`src/hdl/adc_mode_pkg.sv`:
```
package adc_mode_pkg;

  // ----------------------------------------------------------------
  // timing
  // ----------------------------------------------------------------
  localparam int CLK_PERIOD_NS = 100;
  localparam int CLK_FREQ_KHZ = 10000;
  // internal conversion clock, about 4.5 MHz
  localparam int ICLK_FREQ_KHZ = 4500;
  // longest period rounds down, never below one cycle
  localparam int ICLK_DIV_RAW = CLK_FREQ_KHZ / ICLK_FREQ_KHZ;
  localparam int ICLK_DIV_CYCLES = (ICLK_DIV_RAW < 1) ? 1 : ICLK_DIV_RAW;
  // internal clock starts 100 ns to 400 ns after the eighth falling edge
  localparam int ICLK_START_MIN_NS = 100;
  localparam int ICLK_START_RAW = (ICLK_START_MIN_NS + CLK_PERIOD_NS - 1) / CLK_PERIOD_NS;
  localparam int ICLK_START_CYCLES = (ICLK_START_RAW < 1) ? 1 : ICLK_START_RAW;
  // internal clock falling edge that samples the input
  localparam logic [4:0] ICLK_SAMPLE_EDGE = 5'h0b;
  // internal clocks spent converting after the sample
  localparam logic [4:0] CONV_ICLK_COUNT = 5'h10;

  // ----------------------------------------------------------------
  // serial clock edge positions, counted from the start bit
  // ----------------------------------------------------------------
  localparam logic [4:0] EXT_CLK_SAMPLE_FALL = 5'h0e;
  localparam logic [4:0] EXT_ACQ_SAMPLE_FALL = 5'h10;
  localparam logic [4:0] ICLK_TRIGGER_FALL = 5'h08;
  localparam logic [4:0] EXT_CLK_FIRST_OUT_FALL = 5'h10;
  localparam logic [2:0] RX_LAST_BIT = 3'h6;

  // ----------------------------------------------------------------
  // operating mode byte layout
  // ----------------------------------------------------------------
  localparam int MODE_START_BIT = 7;
  localparam int MODE_FIELD_MSB = 6;
  localparam int MODE_FIELD_LSB = 4;
  localparam int MODE_MARK_BIT = 3;
  localparam logic [2:0] MODE_LOW_BITS = 3'h0;
  localparam logic [2:0] MODE_EXT_CLOCK = 3'h0;
  localparam logic [2:0] MODE_EXT_ACQ = 3'h1;
  localparam logic [2:0] MODE_INT_CLOCK = 3'h2;
  localparam logic [2:0] MODE_RESET = 3'h4;
  localparam logic [2:0] MODE_PARTIAL_DOWN = 3'h6;
  localparam logic [2:0] MODE_FULL_DOWN = 3'h7;

  // ----------------------------------------------------------------
  // result path
  // ----------------------------------------------------------------
  localparam int RESULT_BITS = 14;
  localparam logic [3:0] RESULT_LAST_INDEX = 4'hd;
  // bits still to leave when a new start bit may be taken, per method
  localparam logic [3:0] EXT_CLK_START_LEFT = 4'h1;
  localparam logic [3:0] EXT_ACQ_START_LEFT = 4'h5;
  localparam logic [3:0] INT_CLK_START_LEFT = 4'h2;
  // pin reset levels, order {din, sclk, cs_n}
  localparam logic [2:0] PIN_IDLE = 3'h1;

  typedef enum logic [1:0] {ext_clock, ext_acquisition, int_clock} method_type;
  typedef enum logic [1:0] {full_power, partial_down, full_down} power_type;

endpackage

```
`src/hdl/adc_mode_control_sequencer.sv`:
```
`timescale 1ns/1ps

module adc_mode_control_sequencer
  import adc_mode_pkg::*;
(
  input wire logic clk,
  input wire logic rst,
  input wire logic cs_n,
  input wire logic sclk,
  input wire logic din,
  input wire logic [RESULT_BITS-1:0] result_code,
  output logic dout,
  output logic conversion_done_strobe,
  output logic sample_pulse,
  output logic analog_power_on,
  output logic reference_power_on,
  output logic channel_config_reset,
  output method_type conv_method
);

  // ----------------------------------------------------------------
  // pin synchronisers
  // ----------------------------------------------------------------
  typedef enum {seq_idle, seq_ext_run, seq_acq_wait, seq_iclk_arm, seq_iclk_delay,
                seq_iclk_acq, seq_converting, seq_push} seq_type;

  logic [2:0] pin_raw;
  logic [2:0] sync1;
  logic [2:0] sync2;
  logic [2:0] sync3;
  logic [2:0] pin_level;
  logic [2:0] pin_prev;

  assign pin_raw = {din, sclk, cs_n};

  // three stages; a level only counts once stages two and three agree
  for (genvar i = 0; i < 3; i++) begin : g_sync
    always_ff @(posedge clk or posedge rst) begin
      if (rst) begin
        sync1[i] <= PIN_IDLE[i];
        sync2[i] <= PIN_IDLE[i];
        sync3[i] <= PIN_IDLE[i];
        pin_level[i] <= PIN_IDLE[i];
        pin_prev[i] <= PIN_IDLE[i];
      end else begin
        sync1[i] <= pin_raw[i];
        sync2[i] <= sync1[i];
        sync3[i] <= sync2[i];
        if (sync2[i] == sync3[i]) pin_level[i] <= sync3[i];
        pin_prev[i] <= pin_level[i];
      end
    end
  end

  wire cs_active = ~pin_level[0];
  wire sclk_rise = pin_level[1] & ~pin_prev[1];
  wire sclk_fall = ~pin_level[1] & pin_prev[1];
  wire din_level = pin_level[2];

  // ----------------------------------------------------------------
  // state
  // ----------------------------------------------------------------
  seq_type seq;
  power_type power;
  logic rx_active;
  logic [2:0] rx_count;
  logic [5:0] rx_bits;
  logic [4:0] fall_count;
  logic [3:0] wait_count;
  logic [3:0] iclk_div;
  logic [4:0] iclk_count;
  logic ext_read_due;
  logic frame_read;
  logic [RESULT_BITS-1:0] out_shift;
  logic [3:0] out_left;
  logic buf_in_valid;
  logic buf_in_ready;
  logic buf_out_valid;
  logic [RESULT_BITS-1:0] buf_out_data;

  // ----------------------------------------------------------------
  // byte reception and decode
  // ----------------------------------------------------------------
  // bits that may still be pending when a new start bit is allowed
  wire [3:0] start_left_limit = (conv_method == ext_clock) ? EXT_CLK_START_LEFT :
                                (conv_method == ext_acquisition) ? EXT_ACQ_START_LEFT :
                                INT_CLK_START_LEFT;
  wire start_allowed = cs_active & ~rx_active & (seq == seq_idle) &
                       ((out_left == 4'h0) || (out_left <= start_left_limit));
  wire start_bit = sclk_rise & din_level & start_allowed;
  wire rx_last = rx_active & cs_active & sclk_rise & (rx_count == RX_LAST_BIT);
  wire [7:0] rx_byte = {1'b1, rx_bits, din_level};
  wire is_mode_byte = rx_byte[MODE_MARK_BIT] & (rx_byte[2:0] == MODE_LOW_BITS);
  wire [2:0] mode_code = rx_byte[MODE_FIELD_MSB:MODE_FIELD_LSB];
  // bytes without the mode mark start a conversion; marked bytes with nonzero low bits are ignored
  wire is_conv_byte = ~rx_byte[MODE_MARK_BIT];
  wire mode_write = rx_last & is_mode_byte;
  // no conversion while powered down or while the buffer cannot take a word
  wire conv_go = rx_last & is_conv_byte & (power == full_power) & buf_in_ready & (seq == seq_idle);

  // shift in the seven bits after the start bit on rising edges
  always_ff @(posedge clk or posedge rst) begin
    if (rst) begin
      rx_active <= 1'b0;
      rx_count <= 3'h0;
      rx_bits <= 6'h00;
    end else if (!cs_active || rx_last) begin
      rx_active <= 1'b0;
    end else if (start_bit) begin
      rx_active <= 1'b1;
      rx_count <= 3'h0;
    end else if (rx_active && sclk_rise) begin
      rx_bits <= {rx_bits[4:0], din_level};
      rx_count <= rx_count + 3'h1;
    end
  end

  // falling edges since the start bit, saturating
  always_ff @(posedge clk or posedge rst) begin
    if (rst) fall_count <= 5'h00;
    else if (start_bit) fall_count <= 5'h00;
    else if (sclk_fall && cs_active && fall_count != 5'h1f) fall_count <= fall_count + 5'h01;
  end

  // ----------------------------------------------------------------
  // mode and power
  // ----------------------------------------------------------------
  method_type next_method;
  power_type next_power;
  logic next_cfg_reset;

  // only a decoded mode byte moves method or power; select alone never wakes
  always_comb begin
    next_method = conv_method;
    next_power = power;
    next_cfg_reset = 1'b0;
    if (mode_write) begin
      case (mode_code)
        MODE_EXT_CLOCK: begin
          next_method = ext_clock;
          next_power = full_power;
        end
        MODE_EXT_ACQ: begin
          next_method = ext_acquisition;
          next_power = full_power;
        end
        MODE_INT_CLOCK: begin
          next_method = int_clock;
          next_power = full_power;
        end
        MODE_RESET: begin
          next_method = ext_clock;
          next_power = full_power;
          next_cfg_reset = 1'b1;
        end
        MODE_PARTIAL_DOWN: next_power = partial_down;
        MODE_FULL_DOWN: next_power = full_down;
        default: next_power = power;
      endcase
    end
  end

  // power-on state is full power in external clock mode
  always_ff @(posedge clk or posedge rst) begin
    if (rst) begin
      conv_method <= ext_clock;
      power <= full_power;
      analog_power_on <= 1'b1;
      reference_power_on <= 1'b1;
      channel_config_reset <= 1'b0;
    end else begin
      conv_method <= next_method;
      power <= next_power;
      analog_power_on <= (next_power == full_power);
      reference_power_on <= (next_power != full_down);  // partial keeps the reference
      channel_config_reset <= next_cfg_reset;
    end
  end

  // ----------------------------------------------------------------
  // conversion sequencer
  // ----------------------------------------------------------------
  wire iclk_tick = (iclk_div == 4'(ICLK_DIV_CYCLES - 1));
  wire iclk_running = (seq == seq_iclk_acq) || (seq == seq_converting);
  wire ext_sample = sclk_fall & (fall_count == EXT_CLK_SAMPLE_FALL - 5'h01);
  wire acq_sample = sclk_fall & (fall_count == EXT_ACQ_SAMPLE_FALL - 5'h01);
  wire iclk_trigger = sclk_fall & (fall_count == ICLK_TRIGGER_FALL - 5'h01);
  wire iclk_sample = iclk_tick & (iclk_count == ICLK_SAMPLE_EDGE - 5'h01);
  assign buf_in_valid = (seq == seq_push);

  // internal clock divider, free only while the internal clock is on
  always_ff @(posedge clk or posedge rst) begin
    if (rst) iclk_div <= 4'h0;
    else if (!iclk_running || iclk_tick) iclk_div <= 4'h0;
    else iclk_div <= iclk_div + 4'h1;
  end

  // select going high before the sample abandons a serially clocked request
  always_ff @(posedge clk or posedge rst) begin
    if (rst) begin
      seq <= seq_idle;
      wait_count <= 4'h0;
      iclk_count <= 5'h00;
      sample_pulse <= 1'b0;
    end else begin
      sample_pulse <= 1'b0;
      case (seq)
        seq_idle: begin
          if (conv_go) begin
            case (conv_method)
              ext_clock: seq <= seq_ext_run;
              ext_acquisition: seq <= seq_acq_wait;
              int_clock: seq <= seq_iclk_arm;
              default: seq <= seq_idle;
            endcase
          end
        end
        seq_ext_run: begin
          if (!cs_active) seq <= seq_idle;
          else if (ext_sample) begin
            sample_pulse <= 1'b1;
            seq <= seq_push;
          end
        end
        seq_acq_wait: begin
          if (!cs_active) seq <= seq_idle;
          else if (acq_sample) begin
            sample_pulse <= 1'b1;
            iclk_count <= 5'h00;
            seq <= seq_converting;
          end
        end
        seq_iclk_arm: begin
          if (!cs_active) seq <= seq_idle;
          else if (iclk_trigger) begin
            wait_count <= 4'(ICLK_START_CYCLES - 1);
            seq <= seq_iclk_delay;
          end
        end
        seq_iclk_delay: begin
          if (wait_count == 4'h0) begin
            iclk_count <= 5'h00;
            seq <= seq_iclk_acq;
          end else wait_count <= wait_count - 4'h1;
        end
        seq_iclk_acq: begin
          if (iclk_sample) begin
            sample_pulse <= 1'b1;
            iclk_count <= 5'h00;
            seq <= seq_converting;
          end else if (iclk_tick) iclk_count <= iclk_count + 5'h01;
        end
        seq_converting: begin
          if (iclk_tick) begin
            if (iclk_count == CONV_ICLK_COUNT - 5'h01) seq <= seq_push;
            else iclk_count <= iclk_count + 5'h01;
          end
        end
        seq_push: begin
          if (buf_in_ready) seq <= seq_idle;  // a full buffer stalls here
        end
        default: seq <= seq_idle;
      endcase
    end
  end

  // ----------------------------------------------------------------
  // done strobe
  // ----------------------------------------------------------------
  wire push_done = buf_in_valid & buf_in_ready;
  wire strobe_set = push_done & (conv_method != ext_clock);

  // the set wins over the start-bit clear
  always_ff @(posedge clk or posedge rst) begin
    if (rst) conversion_done_strobe <= 1'b0;
    else if (strobe_set) conversion_done_strobe <= 1'b1;
    else if (start_bit || next_method == ext_clock) conversion_done_strobe <= 1'b0;
  end

  // ----------------------------------------------------------------
  // result buffer and output shifter
  // ----------------------------------------------------------------
  wire ext_pop = (conv_method == ext_clock) & ext_read_due &
                 (fall_count == EXT_CLK_FIRST_OUT_FALL - 5'h01);
  wire read_pop = (conv_method != ext_clock) & ~rx_active & (seq == seq_idle) & ~frame_read;
  wire shifter_load = sclk_fall & cs_active & (out_left == 4'h0) & buf_out_valid & (ext_pop | read_pop);

  two_entry_buffer #(
    .WIDTH(RESULT_BITS)
  ) u_result_buffer (
    .clk(clk),
    .rst(rst),
    .in_valid(buf_in_valid),
    .in_ready(buf_in_ready),
    .in_data(result_code),
    .out_valid(buf_out_valid),
    .out_ready(shifter_load),
    .out_data(buf_out_data)
  );

  // in mode 0 the word is read in the same frame as its request
  always_ff @(posedge clk or posedge rst) begin
    if (rst) ext_read_due <= 1'b0;
    else if (push_done && conv_method == ext_clock) ext_read_due <= 1'b1;
    else if (shifter_load || !cs_active) ext_read_due <= 1'b0;
  end

  // one word per select period outside mode 0; a second load near the frame end would be dropped on select rise
  always_ff @(posedge clk or posedge rst) begin
    if (rst) frame_read <= 1'b0;
    else if (!cs_active) frame_read <= 1'b0;
    else if (shifter_load) frame_read <= 1'b1;
  end

  // msb first, new bit on each falling serial clock edge
  always_ff @(posedge clk or posedge rst) begin
    if (rst) begin
      dout <= 1'b0;
      out_shift <= '0;
      out_left <= 4'h0;
    end else if (shifter_load) begin
      dout <= buf_out_data[RESULT_BITS-1];
      out_shift <= {buf_out_data[RESULT_BITS-2:0], 1'b0};
      out_left <= RESULT_LAST_INDEX;
    end else if (sclk_fall && cs_active && out_left != 4'h0) begin
      dout <= out_shift[RESULT_BITS-1];
      out_shift <= {out_shift[RESULT_BITS-2:0], 1'b0};
      out_left <= out_left - 4'h1;
    end else if (!cs_active) begin
      dout <= 1'b0;  // a partly read word is dropped when select rises
      out_left <= 4'h0;
    end
  end

endmodule

```
`src/hdl/two_entry_buffer.sv`:
```
`timescale 1ns/1ps

// two-word buffer between the converter and the output shifter
module two_entry_buffer
  import adc_mode_pkg::*;
#(
  parameter int WIDTH = RESULT_BITS
) (
  input wire logic clk,
  input wire logic rst,
  input wire logic in_valid,
  output logic in_ready,
  input wire logic [WIDTH-1:0] in_data,
  output logic out_valid,
  input wire logic out_ready,
  output logic [WIDTH-1:0] out_data
);

  logic [WIDTH-1:0] store [2];
  logic wr_ptr;
  logic rd_ptr;
  logic [1:0] count;
  wire push = in_valid & in_ready;
  wire pop = out_valid & out_ready;

  // full and empty come straight from the fill count
  assign in_ready = (count != 2'h2);
  assign out_valid = (count != 2'h0);
  assign out_data = store[rd_ptr];

  // pointers and fill count
  always_ff @(posedge clk or posedge rst) begin
    if (rst) begin
      wr_ptr <= 1'b0;
      rd_ptr <= 1'b0;
      count <= 2'h0;
    end else begin
      if (push) wr_ptr <= ~wr_ptr;
      if (pop) rd_ptr <= ~rd_ptr;
      if (push && !pop) count <= count + 2'h1;
      else if (pop && !push) count <= count - 2'h1;
    end
  end

  // storage needs no reset, it is only read while counted valid
  always_ff @(posedge clk) begin
    if (push) store[wr_ptr] <= in_data;
  end

endmodule

```
`config.mk`:
```
export PLATFORM = sky130hd
export DESIGN_NAME = adc_mode_control_sequencer
export DESIGN_NICKNAME = d
export VERILOG_FILES = /design/src/hdl/adc_mode_pkg.sv /design/src/hdl/adc_mode_control_sequencer.sv /design/src/hdl/two_entry_buffer.sv
export SDC_FILE = /design/constraint.sdc
export NUM_CORES = 1
export LEC_CHECK = 0
export BUFFER_PORTS_ARGS = -buffer_cell sky130_fd_sc_hd__buf_2
export CAP_MARGIN = 0
export CORE_MARGIN = 5
export CORE_UTILIZATION = 61
export DETAILED_ROUTE_END_ITERATION = 10
export PLACE_DENSITY = 0.86
export SYNTH_ARGS = -nofsm -noshare
export SYNTH_HDL_FRONTEND = slang
export SYNTH_SLANG_ARGS = --single-unit
```
`constraint.sdc`:
```
create_clock -name clk -period 3.5 [get_ports clk]
set_clock_uncertainty 0.2 [all_clocks]
set_input_delay 0.35 -clock clk [delete_from_list [all_inputs] [get_ports clk]]
set_output_delay 0.35 -clock clk [all_outputs]
set_load 0.05 [all_outputs]
```
==> results.tsv, run 1 <==
stage	metric	value	unit
clock_network	post-cts sizing count	0	
timing	max-slew violations	0	
timing	Tmin final	2.950	ns
power	power density over the cells	536.4	nW/um^2
route	DRT iter0 DRCs	222	
setup_path	r2r startpoint	fall_count[0]$_DFFE_PP0P_	
clock_network	number of CTS-inserted buffers	9	
timing	WHS	0.1640	ns
clock_network	clock sink count	105	
route	Pre-antenna DRT Iters	5	
die	Die Area	10110	sq um
setup_path	reg2reg path depth	10	
yosys	Syn Std Cell Area	5000	sq um
timing	fmax	339.0	MHz
setup_path	startpoint types	flop	
placed_design	gpl congestion	0.8021	
route	antenna viol nets, final	0	
route	met1 wire length	3.924	mm
grt	GRT Total Usage	0.2028	
timing	Final Setup Violations	0	
yosys	Synth Instances	442	
clock_network	htree depth	3	
worst_hold_path	Worst Hold End	sync2[2]$_DFF_PP0_	
power	Power Total	0.003015	W
setup_path	worst reg-to-reg setup slack	0.55	ns
yosys	Async S/R FF share, synth	0.7333	
die	# rows	33	
timing	Tcrit/Tclk final	0.8429	
finish	ant diodes	0	
worst_hold_path	Hold Crit Start	sync1[2]$_DFF_PP0_	
route	drt drc	0	
die	Die X	100.5	microns
yosys	Post-Synthesis Net Count	483	
power	total leakage power	2.333	nW
power	maximum VDD drop	0.3957	mV
yosys	post-synthesis register bit count	105	
finish	fillers	589	
finish	share of layout cells above drive strength 1	0.1633	
route	top sig layer	met4	
worst_hold_path	Min-Delay Path Depth	0	
finish	most frequent cells in the layout	dfrtp_1 (71), nand2_1 (44), nor2_1 (31), edfxtp_1 (28), buf_2 (26)	
route	routed wl met3	466	microns
die	initial core utilization	0.6178	
placed_design	HPWL Detailed	6.198	mm
timing	slew margin rel.	0.4064	
finish	post-layout util	0.6947	
die	die height	100.5	microns
yosys	synth unique cells	68	
grt	via count of the first global-routing pass	3410	
flow_run	number of max-cap violations	0	
die	core area	8093	sq um
placed_design	count of buffers from port buffering	26	
setup_path	critical path arrival	2.84	ns
route	via count	3476	
route	routed length per placed instance	15.79	microns
die	Ports	27	
finish	Layout Nets	526	
yosys	top_reg_cell synth	dfrtp_1	
grt	global route overflow	0	
clock_network	cts-stage hold buffer count	18	
grt	initial antenna violation count	0	
yosys	Ys Warns	0	
yosys	Seq/Total Area, Yosys	0.5551	
grt	largest net degree at the start of global routing	37	
clock_network	clk_lat worst skew	0.39	ns
route	met2 wire length	4.909	mm
timing	slew at the pin closest to its max-slew limit	0.8904	ns
grt	first-pass GRT wire length	16.14	mm
yosys	number of synthesized flops with an enable pin	28	
setup_path	Crit. End Element	flop	
route	Routed Wire Length	9.395	mm
clock_network	post-CTS setup buffers	0	
clock_network	TritonCTS clock tree	done	
status	outcome	complete, no violations	
timing	total negative setup slack	0	ns
route	Avg Vias per Cell	5.842	
timing	final hold vios	0	
setup_path	Critical R2R Capture	u_result_buffer.store[1][2]$_DFFE_PP_	
worst_hold_path	Tightest Hold Check Type	flop to flop	
setup_path	critical path type	flop to flop	
setup_path	Crit path required time	3.39	ns
timing	RSZ-0062 raised after global routing	no	
clock_network	Reg clk slew, reported paths	0.11	ns
clock_network	clock root buffer	clkbuf_8	
yosys	Avg Inst Size Synth	11.31	sq um
setup_path	critical-path maximum fanout	14	
finish	area grow syn2layout	12.44	%
finish	most common cell after layout, fill and taps aside	dfrtp_1	
clock_network	clk buf depth	2	
==> cell type report <==
| type | count | area, sq um | share of cell area |
|---|---|---|---|
| Clock buffer | 9 | 123.9 | 0.02203 |
| Clock inverter | 7 | 93.84 | 0.01669 |
| Inverter | 26 | 97.59 | 0.01736 |
| Multi-Input combinational cell | 292 | 2037 | 0.3623 |
| Sequential cell | 105 | 2775 | 0.4937 |
| Tap cell | 105 | 131.4 | 0.02337 |
| Timing Repair Buffer | 51 | 362.8 | 0.06454 |
==> cell families (layout without fill, tap and decap cells) <==
| family | after synthesis | after routing | synth area share |
|---|---|---|---|
| buffers and inverters | 45 | 93 | 0.03754 |
| DFF | 105 | 105 | 0.5551 |
| xor gates and xnor gates | 14 | 14 | 0.02453 |
| and+or+nand+nor | 153 | 153 | 0.1657 |
| AOI/OAI and AO/OA | 89 | 89 | 0.1324 |
| adders and majority gates | 25 | 25 | 0.06106 |
| muxes | 11 | 11 | 0.02377 |
==> state kept, by name (all words and copies together), names as in the netlist, 2 cells and up <==
name                   flops
pin_level                  2
sync2                      3
iclk_div                   4
sync1                      3
sync3                      3
power                      2
u_result_buffer.store     28
rx_bits                    6
rx_count                   3
iclk_count                 5
wait_count                 4
out_shift                 13
fall_count                 5
out_left                   4
conv_method                2
seq                        3
u_result_buffer.count      2
==> report_power, final <==
part	switching [W]	internal (W)
registers	0.000178	0.00142
clock network	0.000476	0.000294
logic	0.000365	0.000283
==> cells in the mapped netlist (4+ instances only) <==
cell | instances | area share
xor2_1 | 6 | 0.011
edfxtp_1 | 28 | 0.17
a31oi_1 | 11 | 0.014
o21ai_1 | 5 | 0.0050
a211oi_2 | 4 | 0.010
mux2i_1 | 4 | 0.0080
nand4_1 | 6 | 0.0075
nor2_1 | 31 | 0.023
o211ai_1 | 6 | 0.0090
dfstp_2 | 6 | 0.032
ha_1 | 22 | 0.055
inv_1 | 25 | 0.019
nor2b_1 | 14 | 0.018
dfrtp_1 | 71 | 0.36
o21ai_0 | 11 | 0.011
clkbuf_1 | 12 | 0.0090
nand2b_1 | 6 | 0.0075
nor3_1 | 7 | 0.0070
a21oi_1 | 14 | 0.014
nand2_1 | 44 | 0.033
nand3_1 | 10 | 0.010
nor4_1 | 4 | 0.0050
nand3b_1 | 6 | 0.0090
mux2_2 | 7 | 0.016
o31ai_1 | 5 | 0.0075
xnor2_1 | 8 | 0.014
a211oi_1 | 9 | 0.014
==> metal layers <==
| metal | global-route usage | up-vias |
|---|---|---|
| met5 | 0 | - |
| met4 | 0.04870 | 0 |
| met3 | 0.05744 | 9 |
| met2 | 0.3537 | 81 |
| met1 | 0.2500 | 1702 |
| li1 | - | 1684 |
==> worst max-delay path by stage <==
stage | start | endpoint | slack, ns | depth (start not counted)
finish | fall_count[0]$_DFFE_PP0P_ | u_result_buffer.store[1][2]$_DFFE_PP_ | 0.55 | 10
global route | iclk_count[1]$_DFFE_PP0P_ | u_result_buffer.count[1]$_DFFE_PP0P_ | 0.31 | 12
CTS | fall_count[0]$_DFFE_PP0P_ | u_result_buffer.store[1][3]$_DFFE_PP_ | 0.55 | 10
detailed placement | fall_count[0]$_DFFE_PP0P_ | u_result_buffer.store[1][3]$_DFFE_PP_ | 0.58 | 10
global placement | iclk_count[1]$_DFFE_PP0P_ | u_result_buffer.count[1]$_DFFE_PP0P_ | 0.70 | 12
floorplan | fall_count[0]$_DFFE_PP0P_ | u_result_buffer.store[0][0]$_DFFE_PP_ | 0.57 | 8
==> through the flow <==
| stage | setup WS, ns | instance area (sq um) | std cells |
|---|---|---|---|
| 6_report | 0.5500 | 5622 | 595 |
| 4_1_cts | 0.5526 | 5622 | 595 |
| 2_1_floorplan | 0.5743 | 5000 | 442 |
| 3_3_place_gp | 0.7008 | 5224 | 561 |
| 3_5_place_dp | 0.5807 | 5224 | 561 |
| 5_1_grt | 0.3082 | 5622 | 595 |
==> worst max-delay path, stage by stage, from the launching register on <==
cell and delay [ns]:
dfrtp_1 0.43, ha_1 0.22, and3_1 0.20, ha_1 0.19, inv_1 0.06, o311ai_0 0.32
o211a_1 0.26, nand4_1 0.22, clkinv_1 0.17, and2_1 0.14, buf_4 0.23
(Power assumes the default switching activity.)
==> run 2: changes to the inputs <==
Clock period 3.5 ns to 3 ns, I/O delays scaled along.
==> run 2 against run 1 <==
Against the previous run: combinational power increased by 31%; via count increased by 2.8%; first-iteration DRC count decreased by 32%; sequential power increased by 16%; die area unchanged; utilization increased by 1.3 points; cell area increased by 1.8%; setup slack got worse by 0.41 ns; hold slack got worse by 0.0071 ns; cell count increased by 2.0%; largest cell class unchanged.
==> results.tsv, run 2 (same netlist as run 1, synthesis figures left out) <==
stage	metric	value	unit
finish	post-layout util	0.7073	
die	core area	8093	sq um
clock_network	clk buf depth	2	
status	outcome	complete, no violations	
timing	slew margin rel.	0.3979	
grt	global route overflow	0	
setup_path	critical path type	flop to flop	
timing	Final Setup Violations	0	
setup_path	worst reg-to-reg setup slack	0.14	ns
grt	GRT Total Usage	0.2100	
route	Pre-antenna DRT Iters	5	
finish	Reg with most FFs	u_result_buffer.store	
timing	max-slew violations	0	
timing	Final WS setup	0.1373	ns
finish	area grow syn2layout	14.49	%
timing	Tmin final	2.863	ns
route	antenna viol nets, final	0	
finish	Post-Layout Cell Count	607	
power	Sw Ratio	0.3372	
power	total leakage power	2.397	nW
clock_network	clk_lat worst skew	0.37	ns
finish	ant diodes	0	
route	routed length per placed instance	16.01	microns
power	Power Total	0.003607	W
grt	via count of the first global-routing pass	3587	
setup_path	slowest stage delay, CP	0.43	ns
route	DRT iter0 DRCs	152	
die	Die Area	10110	sq um
grt	initial antenna violation count	0	
clock_network	htree depth	3	
die	initial core utilization	0.6178	
setup_path	Top cell by count, worst path	ha_1	
finish	multi-input logic area	2037	sq um
clock_network	clock sink count	105	
finish	biggest regs	u_result_buffer.store: 28 flops, out_shift: 13 flops, rx_bits: 6 flops	
clock_network	Reg clk slew, reported paths	0.12	ns
setup_path	worst-path cell with the longest stage delay	dfrtp_1	
route	Routed Wire Length	9.719	mm
placed_design	pre-CTS WS	0.09865	ns
setup_path	critical-path maximum fanout	4	
grt	first-pass GRT wire length	16.89	mm
placed_design	DP Cell Count	565	
timing	slew at the pin closest to its max-slew limit	0.9031	ns
finish	most common cell after layout, fill and taps aside	dfrtp_1	
setup_path	critical path arrival	2.96	ns
die	Die X	100.5	microns
route	drt drc	0	
finish	share of layout cells above drive strength 1	0.1853	
grt	largest net degree at the start of global routing	36	
clock_network	TritonCTS clock tree	done	
power	share of total power in combinational logic	0.236	
clock_network	clock root buffer	clkbuf_8	
setup_path	Crit path required time	3.09	ns
placed_design	HPWL Detailed	6.346	mm
power	power density over the cells	630.1	nW/um^2
finish	fillers	564	
power	sw power	0.001216	W
placed_design	gpl congestion	0.8475	
power	internal power	0.002391	W
worst_hold_path	Tightest Hold Check Type	flop to flop	
route	via count	3575	
setup_path	startpoint types	flop	
power	maximum VDD drop	0.3698	mV
placed_design	count of buffers from port buffering	26	
finish	Layout Nets	538	
timing	Tcrit/Tclk final	0.9542	
setup_path	Crit. End Element	flop	
clock_network	number of CTS-inserted buffers	9	
die	Ports	27	
power	clock power share	0.250	
die	die height	100.5	microns
flow_run	number of max-cap violations	0	
die	# rows	33	
finish	max reg flops	28	
finish	most frequent cells in the layout	dfrtp_1 (71), nand2_1 (44), nor2_1 (31), edfxtp_1 (28), buf_2 (26)	
power	Seq pwr share	0.514	
timing	fmax	349.3	MHz
timing	final hold vios	0	
setup_path	worst-path cell chain	ha_1, and3_1, ha_1, nor2b_1, a211o_1, o211a_1, nand4_1, inv_2, ha_1, nor2_1, xor2_1	
route	Avg Vias per Cell	5.890	
finish	Register Area	2775	sq um
-- run 2: cell types whose count changed in the layout (fill, tap and decap cells not counted), sizes merged --
cell    delta
clkinv     -1
inv        +1
buf       +12
-- run 2: power groups by stage --
stage | clock [W] | combinational [W] | sequential (W)
global placement | 0 | 0.000709 | 0.00186
detailed placement | 0 | 0.000745 | 0.00188
CTS | 0.000916 | 0.000773 | 0.00185
floorplan | 0 | 0.000616 | 0.00180
finish | 0.000903 | 0.000850 | 0.00185
global route | 0.000992 | 0.000952 | 0.00188
-- run 2: final timing paths --
kind | startpoint | end | depth (start not counted)
min in group asynchronous | rst | iclk_div[3]$_DFF_PP0_ | 3
worst max-delay path | iclk_count[1]$_DFFE_PP0P_ | u_result_buffer.count[1]$_DFFE_PP0P_ | 11
worst max register to register | iclk_count[1]$_DFFE_PP0P_ | u_result_buffer.count[1]$_DFFE_PP0P_ | 11
worst min register to register | sync1[1]$_DFF_PP0_ | sync2[1]$_DFF_PP0_ | 0
max in group asynchronous | rst | analog_power_on$_DFF_PP1_ | 4
worst min-delay path | sync1[1]$_DFF_PP0_ | sync2[1]$_DFF_PP0_ | 0
-- run 2: final cells by class --
type | count | share of cell area
Sequential cell | 105 | 0.4848
Inverter | 26 | 0.01705
Multi-Input combinational cell | 292 | 0.3558
Tap cell | 105 | 0.02295
Clock inverter | 7 | 0.01639
Clock buffer | 9 | 0.02164
Timing Repair Buffer | 63 | 0.08131
-- run 2: what timing repair did --
action,CTS,global route
endpoints found under the setup margin,0,30
hold buffers,18,0
gates resized for setup,0,2
hold endpoints to repair,54,0
buffers inserted,0,8
-- run 2: metrics by stage --
step / cell area, sq um / TNS [ns] / hold WS (ns)
floorplan: 5000 / 0 / 0.1045
global placement: 5266 / 0 / 0.1342
detailed placement: 5266 / 0 / 0.1370
CTS: 5664 / 0 / 0.1603
global route: 5724 / -0.09333 / 0.1679
finish: 5724 / 0 / 0.1569
-- run 2: routing by layer --
layer | routed length [microns] | track usage | vias to the layer above | part of all wire
met2 | 4996 | 0.3634 | 92 | 0.51
li1 | - | - | 1707 | -
met5 | 0 | 0 | - | 0
met3 | 405 | 0.04083 | 16 | 0.042
met1 | 4136 | 0.2661 | 1760 | 0.43
met4 | 180 | 0.06839 | 0 | 0.019
-- run 2: critical path, delay by kind of cell (launching register included) --
kind                       cells  cell delay, ns
xor gates and xnor gates       1            0.16
DFF                            1            0.43
adders and majority gates      3            0.74
and+or+nand+nor                4            0.69
buffers and inverters          1            0.08
AOI/OAI and AO/OA              2            0.48
